`src/hdl/cpt_consts.svh`:
```
// constants for the coprocessor operand transfer engine
`ifndef CPT_CONSTS_SVH
`define CPT_CONSTS_SVH
`define CPT_CIR_OPERAND 5'h0_010
`define CPT_CIR_OPADDR 5'h0_014
`define CPT_PRIM_WRPREV 4'h0_001
`define CPT_PRIM_TAKEADR 4'h0_002
`define CPT_PRIM_STACK 4'h0_003
`define CPT_PRIM_SINGLE 4'h0_004
`define CPT_PRIM_EVALEA 4'h0_005
`define CPT_FC_USER_DATA 3'h0_001
`define CPT_FC_SUPV_DATA 3'h0_005
`define CPT_BYTE_ONE 8'h0_001
`define CPT_BYTE_TWO 8'h0_002
`define CPT_BYTE_FOUR 8'h0_004
`endif

```
`src/hdl/cpt_pkg.sv`:
```
// types shared by the transfer engine files
package cpt_pkg;
   typedef struct packed {
      logic [3:0] kind;
      logic come_again_bit;
      logic direction_bit;
      logic data_addr_sel;
      logic [2:0] reg_num;
      logic [7:0] length;
   } cpt_prim_t;
   typedef struct packed {
      logic [31:0] addr;
      logic [2:0] fc;
      logic [2:0] size;
      logic wr;
   } cpt_bus_req_t;
   typedef enum logic [6:0] {
      CPT_IDLE = 7'b000_0001,
      CPT_GETADR = 7'b000_0010,
      CPT_RDSRC = 7'b000_0100,
      CPT_WRDST = 7'b000_1000,
      CPT_REGMV = 7'b001_0000,
      CPT_VIOL = 7'b010_0000,
      CPT_DONE = 7'b100_0000
   } cpt_state_t;
endpackage

```
`src/hdl/cpt_part_size.sv`:
```
// size of the next operand part
`timescale 1ns/100ps
module cpt_part_size (
   input wire logic [7:0] remain_i,
   output logic [2:0] size_o
);
   // long words first, leftover in one final access
   assign size_o = (remain_i >= 8'h0_004) ? 3'h0_004 : remain_i[2:0];
endmodule

```
`src/hdl/cpt_xfer_engine.sv`:
```
// main processor side engine for operand transfer primitives
// Operation
// - write-to-previous primitive in conditional instruction raises protocol violation
// - write-to-previous length field gives 0 to 255 bytes
// - write-to-previous reads operand port, writes to temporary address
// - three evaluating primitives load the temporary address register; here only the evaluate-address primitive does
// - write target undefined without prior evaluation or register direct
// - write function code follows supervisor bit sampled at primitive read
// - no check of addressing mode behind stored address
// - long-word parts ascending, final one to three byte part
// - write-to-previous leaves programmer registers unchanged
// - take-address never overwrites the temporary address register
// - read then write forms an unlocked read-modify-write
// - take, stack, single allowed conditional only with come-again set
// - take-address length 0 to 255 bytes
// - take-address reads 32-bit address, then moves parts by direction
// - supplied address accesses use supervisor or user data code
// - stack primitive lengths only 1, 2 or 4; others violate
// - direction clear pops with postincrement, byte adds two
// - direction set pushes with predecrement, byte subtracts two
// - single-register primitive moves register through operand port
// - select bit zero data register, one address register
// - direction clear writes register to port, set reads port
// - direction zero processor to coprocessor, one reverse
`timescale 1ns/100ps
`include "cpt_consts.svh"
module cpt_xfer_engine
   import cpt_pkg::*;
(
   input wire logic ref_clk_i,
   input wire logic rst_n_i,
   input wire logic prim_valid_i,
   input wire cpt_prim_t prim_i,
   input wire logic cond_instr_i,
   input wire logic supervisor_i,
   input wire logic [31:0] eval_addr_i,
   input wire logic bus_ack_i,
   input wire logic [31:0] bus_rdata_i,
   input wire logic [4:0] reg_addr_i,
   input wire logic [31:0] reg_wdata_i,
   input wire logic reg_wr_i,
   input wire logic reg_rd_i,
   output logic [31:0] reg_rdata_o,
   output logic bus_req_o,
   output cpt_bus_req_t bus_o,
   output logic bus_lock_o,
   output logic [31:0] bus_wdata_o,
   output logic cir_req_o,
   output logic cir_wr_o,
   output logic [4:0] cir_addr_o,
   output logic [31:0] cir_wdata_o,
   output logic [31:0] active_stack_pointer_o,
   output logic prot_viol_o,
   output logic busy_o,
   output logic done_o
);
   cpt_state_t state_q, state_d;
   cpt_prim_t prim_q;
   logic [31:0] tmp_addr_q;
   logic [31:0] cur_addr_q;
   logic [31:0] part_q;
   logic [7:0] remain_q;
   logic [2:0] fc_q;
   logic [31:0] regs_q [0:15];
   logic [31:0] active_stack_pointer_q;
   logic [31:0] rdata_q;
   logic [2:0] part_size;
   logic bus_wait_q;

   function automatic logic [31:0] step_addr(input logic [31:0] a, input logic [2:0] s);
      step_addr = a + {29'h0_0000_000, s};
   endfunction

   // bank bit on top of the register number
   function automatic logic [3:0] reg_index(input cpt_prim_t p);
      reg_index = {p.data_addr_sel, p.reg_num};
   endfunction

   // functional decode
   // shared primitive layout
   wire in_wrprev = prim_i.kind == `CPT_PRIM_WRPREV;
   wire in_cond_ok = prim_i.come_again_bit;
   wire in_stack_len_ok = (prim_i.length == `CPT_BYTE_ONE) || (prim_i.length == `CPT_BYTE_TWO)
      || (prim_i.length == `CPT_BYTE_FOUR);
   wire in_known = (prim_i.kind == `CPT_PRIM_TAKEADR) || (prim_i.kind == `CPT_PRIM_STACK)
      || (prim_i.kind == `CPT_PRIM_SINGLE) || in_wrprev;
   wire viol_wrprev = in_wrprev && cond_instr_i;
   wire viol_cond = !in_wrprev && cond_instr_i && !in_cond_ok;
   wire viol_len = (prim_i.kind == `CPT_PRIM_STACK) && !in_stack_len_ok;
   wire in_viol = viol_wrprev || viol_cond || viol_len;
   wire [3:0] reg_idx = reg_index(prim_q);
   // byte push moves pointer by two
   wire [31:0] stack_step = (prim_i.length == `CPT_BYTE_ONE) ? 32'h0_0000_0002
      : {24'h00_0000, prim_i.length};
   // acknowledge only counts for the access still outstanding
   wire bus_done = bus_wait_q && bus_ack_i;
   // operand port answers in the cycle of its strobe
   wire cir_done = cir_req_o;
   // port or memory side of each half of a part
   wire rd_done = prim_q.direction_bit ? cir_done : bus_done;
   wire wr_done = prim_q.direction_bit ? bus_done : cir_done;
   // final part when the rest fits one access
   wire last_part = remain_q == {5'h00, part_size};
   wire xfer_state = (state_q == CPT_RDSRC) || (state_q == CPT_WRDST);
   // one access at a time, a new one waits for the previous answer
   wire xfer_go = xfer_state && !bus_wait_q && !cir_req_o && (state_d == state_q);
   wire port_side = (state_q == CPT_RDSRC) == prim_q.direction_bit;
   wire bus_issue = xfer_go && !port_side;

   cpt_part_size u_part_size (
      .remain_i(remain_q),
      .size_o(part_size)
   );

   always_comb begin
      state_d = state_q;
      case (state_q)
         CPT_IDLE: begin
            // unknown kinds ignored, engine stays idle
            if (prim_valid_i && in_known) begin
               if (in_viol) begin
                  state_d = CPT_VIOL;
               end else if (prim_i.kind == `CPT_PRIM_TAKEADR) begin
                  state_d = CPT_GETADR;
               end else if (prim_i.kind == `CPT_PRIM_SINGLE) begin
                  state_d = CPT_REGMV;
               end else if (prim_i.length == 8'h0_000) begin
                  state_d = CPT_DONE;
               end else begin
                  state_d = CPT_RDSRC;
               end
            end
         end
         CPT_GETADR: begin
            if (cir_done) begin
               state_d = (remain_q == 8'h0_000) ? CPT_DONE : CPT_RDSRC;
            end
         end
         CPT_RDSRC: begin
            if (rd_done) begin
               state_d = CPT_WRDST;
            end
         end
         CPT_WRDST: begin
            if (wr_done) begin
               state_d = last_part ? CPT_DONE : CPT_RDSRC;
            end
         end
         CPT_REGMV: begin
            if (cir_done) begin
               state_d = CPT_DONE;
            end
         end
         CPT_VIOL: state_d = CPT_DONE;
         CPT_DONE: state_d = CPT_IDLE;
         default: state_d = CPT_IDLE;
      endcase
   end

   always_ff @(posedge ref_clk_i or negedge rst_n_i) begin
      if (!rst_n_i) begin
         state_q <= CPT_IDLE;
      end else begin
         state_q <= state_d;
      end
   end

   // latch primitive and its fields
   always_ff @(posedge ref_clk_i or negedge rst_n_i) begin
      if (!rst_n_i) begin
         prim_q <= '0;
         fc_q <= `CPT_FC_USER_DATA;
      end else if (state_q == CPT_IDLE && prim_valid_i) begin
         prim_q <= prim_i;
         if (in_wrprev) begin
            prim_q.direction_bit <= 1'b1;
         end
         fc_q <= supervisor_i ? `CPT_FC_SUPV_DATA : `CPT_FC_USER_DATA;
      end
   end

   always_ff @(posedge ref_clk_i or negedge rst_n_i) begin
      if (!rst_n_i) begin
         tmp_addr_q <= '0;
      end else if (prim_valid_i && prim_i.kind == `CPT_PRIM_EVALEA) begin
         tmp_addr_q <= eval_addr_i;
      end
   end

   // address and count tracking
   always_ff @(posedge ref_clk_i or negedge rst_n_i) begin
      if (!rst_n_i) begin
         cur_addr_q <= '0;
         remain_q <= '0;
         active_stack_pointer_q <= '0;
      end else if (state_q == CPT_IDLE && prim_valid_i && !in_viol) begin
         remain_q <= prim_i.length;
         if (in_wrprev) begin
            cur_addr_q <= tmp_addr_q;
         end else if (prim_i.kind == `CPT_PRIM_STACK && prim_i.direction_bit) begin
            active_stack_pointer_q <= active_stack_pointer_q - stack_step;
            cur_addr_q <= active_stack_pointer_q - stack_step;
         end else if (prim_i.kind == `CPT_PRIM_STACK) begin
            cur_addr_q <= active_stack_pointer_q;
            active_stack_pointer_q <= active_stack_pointer_q + stack_step;
         end
      end else if (state_q == CPT_GETADR && cir_done) begin
         cur_addr_q <= bus_rdata_i;
      end else if (state_q == CPT_WRDST && wr_done) begin
         cur_addr_q <= step_addr(cur_addr_q, part_size);
         remain_q <= remain_q - {5'h00, part_size};
      end else if (state_q == CPT_IDLE && reg_wr_i && reg_addr_i == 5'h0_01f) begin
         active_stack_pointer_q <= reg_wdata_i;
      end
   end

   // part holding register
   always_ff @(posedge ref_clk_i or negedge rst_n_i) begin
      if (!rst_n_i) begin
         part_q <= '0;
      end else if (state_q == CPT_RDSRC && rd_done) begin
         part_q <= bus_rdata_i;
      end
   end

   always_ff @(posedge ref_clk_i or negedge rst_n_i) begin
      if (!rst_n_i) begin
         for (int i = 0; i < 16; i++) begin
            regs_q[i] <= '0;
         end
      end else if (state_q == CPT_REGMV && cir_done && prim_q.direction_bit) begin
         regs_q[reg_idx[3:0]] <= bus_rdata_i;
      end else if (state_q == CPT_IDLE && reg_wr_i && !reg_addr_i[4]) begin
         regs_q[reg_addr_i[3:0]] <= reg_wdata_i;
      end
   end

   // register readback port
   // temp address readable, never writable
   always_ff @(posedge ref_clk_i or negedge rst_n_i) begin
      if (!rst_n_i) begin
         rdata_q <= '0;
      end else if (reg_rd_i) begin
         if (!reg_addr_i[4]) begin
            rdata_q <= regs_q[reg_addr_i[3:0]];
         end else if (reg_addr_i == 5'h0_01f) begin
            rdata_q <= active_stack_pointer_q;
         end else if (reg_addr_i == 5'h0_01e) begin
            rdata_q <= tmp_addr_q;
         end else begin
            rdata_q <= '0;
         end
      end
   end

   // bus and operand port strobes
   always_ff @(posedge ref_clk_i or negedge rst_n_i) begin
      if (!rst_n_i) begin
         bus_req_o <= 1'b0;
         bus_o <= '0;
         bus_wdata_o <= '0;
         cir_req_o <= 1'b0;
         cir_wr_o <= 1'b0;
         cir_addr_o <= '0;
         cir_wdata_o <= '0;
      end else begin
         bus_req_o <= 1'b0;
         cir_req_o <= 1'b0;
         if (state_d == CPT_GETADR && !cir_req_o) begin
            cir_req_o <= 1'b1;
            cir_wr_o <= 1'b0;
            cir_addr_o <= `CPT_CIR_OPADDR;
         end else if (state_d == CPT_REGMV && !cir_req_o) begin
            // register via operand port
            // offered fields, prim_q only loads at this edge
            cir_req_o <= 1'b1;
            cir_wr_o <= !prim_i.direction_bit;
            cir_addr_o <= `CPT_CIR_OPERAND;
            cir_wdata_o <= regs_q[reg_index(prim_i)];
         end else if (xfer_go) begin
            // unlocked cycles, bus may be granted between
            if (port_side) begin
               cir_req_o <= 1'b1;
               cir_wr_o <= !prim_q.direction_bit;
               cir_addr_o <= `CPT_CIR_OPERAND;
               cir_wdata_o <= part_q;
            end else begin
               bus_req_o <= 1'b1;
               bus_o <= '{addr: cur_addr_q, fc: fc_q, size: part_size,
                  wr: prim_q.direction_bit};
               bus_wdata_o <= part_q;
            end
         end
      end
   end

   // one access outstanding until its acknowledge
   always_ff @(posedge ref_clk_i or negedge rst_n_i) begin
      if (!rst_n_i) begin
         bus_wait_q <= 1'b0;
      end else if (bus_issue) begin
         bus_wait_q <= 1'b1;
      end else if (bus_ack_i) begin
         bus_wait_q <= 1'b0;
      end
   end

   // status outputs
   always_ff @(posedge ref_clk_i or negedge rst_n_i) begin
      if (!rst_n_i) begin
         prot_viol_o <= 1'b0;
         busy_o <= 1'b0;
         done_o <= 1'b0;
         bus_lock_o <= 1'b0;
      end else begin
         prot_viol_o <= state_d == CPT_VIOL;
         busy_o <= state_d != CPT_IDLE;
         done_o <= state_d == CPT_DONE;
         bus_lock_o <= 1'b0;
      end
   end

   assign reg_rdata_o = rdata_q;
   assign active_stack_pointer_o = active_stack_pointer_q;
endmodule

```
`config.mk`:
```
export PLATFORM = sky130hd
export DESIGN_NAME = cpt_xfer_engine
export DESIGN_NICKNAME = d
export VERILOG_FILES = /design/src/hdl/cpt_pkg.sv /design/src/hdl/cpt_part_size.sv /design/src/hdl/cpt_xfer_engine.sv
export VERILOG_INCLUDE_DIRS = /design/src /design/src/hdl
export SDC_FILE = /design/constraint.sdc
export NUM_CORES = 2
export LEC_CHECK = 0
export BUFFER_PORTS_ARGS = -buffer_cell sky130_fd_sc_hd__buf_2
export CORE_MARGIN = 4
export CORE_UTILIZATION = 50
export CTS_BUF_LIST = sky130_fd_sc_hd__clkbuf_16
export DETAILED_ROUTE_END_ITERATION = 10
export MAX_ROUTING_LAYER = met4
export PLACE_DENSITY = 0.71
export SYNTH_ARGS = -nofsm -noshare
export SYNTH_HDL_FRONTEND = slang
export SYNTH_SLANG_ARGS = --single-unit
```
`constraint.sdc`:
```
create_clock -name ref_clk_i -period 7.3 [get_ports ref_clk_i]
set_input_delay 0.365 -clock ref_clk_i [delete_from_list [all_inputs] [get_ports ref_clk_i]]
set_output_delay 0.365 -clock ref_clk_i [all_outputs]
set_load 0.03 [all_outputs]
```
==> impl_metrics.env <==
export IMPL_power_frac_seq_pct=40.5
export IMPL_fp_row_count=112
export IMPL_layout_common_cells="dfrtp_1 (803), nand2_1 (786), o21ai_0 (511), o22a_1 (354), mux4_2 (320)"
export IMPL_combPwrFrac_pct=28.7
export IMPL_ios=306
export IMPL_fin_area_um2=52600
export IMPL_hold_buffers=39
export IMPL_synth_seq_cells=804
export IMPL_rr_worst_depth=8
export IMPL_core_area_um2=93900
export IMPL_start_util_pct=50.7
export IMPL_die_area_um2=100000
export IMPL_path_max_fanout=7
export IMPL_r2r_end="regs_q[366]"
export IMPL_cts_resized=0
export IMPL_critPathLaunchType="input port"
export IMPL_setup_viol=0
export IMPL_power_density_nw_per_um2=262
export IMPL_synth_cell_types=100
export IMPL_syn_to_final_growth_pct=10.5
export IMPL_drive_gt1_share_pct=22.7
export IMPL_r2r_slack_ns=2.97
export IMPL_synth_main_ff_cell="dfrtp_1"
export IMPL_maxCapViolations=0
export IMPL_avgSynthCellArea_um2=10.3
export IMPL_rsz0062_at_grt="false"
export IMPL_clkTransAtPathRegs_ns=0.06
export IMPL_cp_startpoint="prim_i[4]"
export IMPL_synth_seq_area_share_pct=42.2
export IMPL_vias_per_cell=7.22
export IMPL_worst_path_max_delay_cell="a21boi_1"
export IMPL_path_depth=15
export IMPL_antenna_left=0
export IMPL_htree_levels=3
export IMPL_hp_class="input port to register"
export IMPL_fmax_mhz=227
export IMPL_grt_pass1_vias=41714
export IMPL_drt_pass1_iter_count=8
export IMPL_synth_warnings=0
export IMPL_cts_root_buf="clkbuf_16"
export IMPL_ir_drop_v=0.000205
export IMPL_tightest_slew_ns=1.22
export IMPL_post_route_period_util_pct=60.2
export IMPL_dp_hpwl_mm=118
export IMPL_antenna_found_initial=16
export IMPL_clockBufferDepth=3
export IMPL_min_from="prim_i[0]"
export IMPL_clock_skew_ns=0.0307
export IMPL_maxSlewViolCount=0
export IMPL_clk_latency_ns=0.68
export IMPL_endpoint_kind="register"
export IMPL_cts_buffers=85
export IMPL_timing_rr_start="state_q[1]"
export IMPL_postCtsSetupBuffers=0
export IMPL_crit_chain="dlygate4sd3_1 > buf_2 > nor3_1 > nand2_1 > nor2_1 > a21o_1 > inv_1 > fa_1 > a211oi_1 > o21ai_1 > a21boi_1 > nand4_1 > a21oi_1 > o21ai_0 > a221oi_1"
export IMPL_switching_power_mw=5.31
export IMPL_critPathMaxStageDelay_ns=0.91
export IMPL_crit_arrival_ns=4.95
export IMPL_placed_cell_area_um2=49600
export IMPL_final_common_cell="dfrtp_1"
export IMPL_clkPwrFrac_pct=30.8
export IMPL_period_minus_slack_ns=4.40
export IMPL_path_delay_family="compound AO/OA/AOI/OAI gates"
export IMPL_grt_pass1_wl_mm=282
export IMPL_finalWeightedCongestion=0.988
export IMPL_route_detailed_drc=0
export IMPL_num_vias=43034
export IMPL_p_total_mw=13.8
export IMPL_status="finished clean"
export IMPL_cts_tree="done"
export IMPL_finalHoldViolCount=0
export IMPL_netlist_instances=4617
export IMPL_cts_sinks=804
export IMPL_portBuffers=300
export IMPL_grt_max_degree=166
export IMPL_wl_per_cell_um=32.8
export IMPL_worstSetupPathType="input port to register"
export IMPL_dp_slack_ns=3.03
export IMPL_timing_hold_ws_ns=0.0395
export IMPL_synth_edff_count=0
export IMPL_synthesis_area_um2=47600
export IMPL_synth_async_reset_ratio_pct=100
export IMPL_worst_slack_ns=2.90
export IMPL_tns_ns=0
export IMPL_p_leak_nw=21.5
export IMPL_endpoint="active_stack_pointer_o[26]"
export IMPL_die_x_um=317
export IMPL_grt_usage_pct=39.5
export IMPL_cp_required_ns=7.85
export IMPL_crit_buf_inv=3
export IMPL_die_y_um=317
export IMPL_nNetsFinal=4780
export IMPL_max_slew_margin_pct=17.8
export IMPL_swShare_pct=38.5
export IMPL_fillerInstances=7945
export IMPL_drtIter0Drc=6351
export IMPL_overflow=0
export IMPL_p_int_mw=8.50
export IMPL_drt_total_wl_mm=196
==> state kept, by name, summed over array words and instances, names as in the netlist, 5 cells and up <==
name,flops
regs_q,512
bus_o,38
active_stack_pointer_o,32
bus_wdata_o,32
cir_wdata_o,32
cur_addr_q,32
part_q,32
reg_rdata_o,32
tmp_addr_q,32
remain_q,8
state_q,7
prim_q,5
==> metrics by stage <==
stage	util, %	cells
3_3_place_gp	52.8	5758
5_1_grt	56.0	5963
6_report	56.0	5964
3_5_place_dp	52.8	5758
2_1_floorplan	-	4621
4_1_cts	56.0	5950
==> routing by layer <==
| metal | up-vias | track usage, % | part of all wire [%] |
|---|---|---|---|
| met2 | 3490 | 55.8 | 43 |
| met5 | - | - | 0 |
| met3 | 992 | 14.3 | 14 |
| li1 | 17303 | - | - |
| met1 | 21249 | 47.6 | 35 |
| met4 | 0 | 26.0 | 8.0 |
==> power by group through the flow <==
stage	Combinational (mW)	Clock [mW]	Sequential (mW)
floorplan	2.03	0	5.86
global placement	3.78	0	5.62
detailed placement	3.81	0	5.64
CTS	3.84	4.25	5.56
global route	4.13	4.44	5.64
finish	3.96	4.25	5.59
==> cells by family after synthesis <==
group | share of synthesized area (%)
flops | 42.2
fa+ha+maj | 0.673
buf+inv | 4.72
mux | 19.2
simple gates | 11.2
compound gates | 21.0
xor+xnor | 0.883
other cells | 0.0158
==> synth_stat cells, drive strengths merged (20+ instances only) <==
cell type	instances	area share (%)
dfrtp	803	42
nand2	788	6.2
o21ai	585	6.1
o22a	354	6.5
clkbuf	351	2.8
mux4	320	15
nor2	183	1.4
a22oi	157	2.6
buf	156	1.7
a21oi	136	1.7
mux2	131	3.1
mux2i	47	0.99
a32oi	46	0.85
nand3	46	0.49
nor3	44	0.48
xnor2	35	0.64
and2	32	0.42
inv	32	0.25
nand4	30	0.41
nor2b	21	0.28
and3	20	0.26
ha	20	0.53
==> cell type report <==
type | instances | area (um^2) | share of cell area [%]
inverters | 33 | 124 | 0.235
multi-input cells | 3277 | 25500 | 48.5
clock buffers | 88 | 2200 | 4.18
clock inverters | 65 | 422 | 0.801
well taps | 1254 | 1570 | 2.98
diodes | 14 | 35.0 | 0.0666
flip-flops and latches | 804 | 20100 | 38.2
repair buffers | 429 | 2650 | 5.03
==> worst min-delay path by stage <==
stage	to	cells after the start	slack [ns]
6_report	remain_q[0]	3	0.04
5_1_grt	remain_q[0]	3	0.03
4_1_cts	remain_q[0]	3	0.02
3_5_place_dp	bus_o[4]	1	0.45
3_3_place_gp	bus_o[4]	1	0.45
2_1_floorplan	active_stack_pointer_o[0]	0	0.07
==> worst min-delay path, stage by stage <==
cell and delay [ns]:
buf_2 0.15, nand2_1 0.06, o21ai_0 0.06
Power figures use the tool's default switching activity.
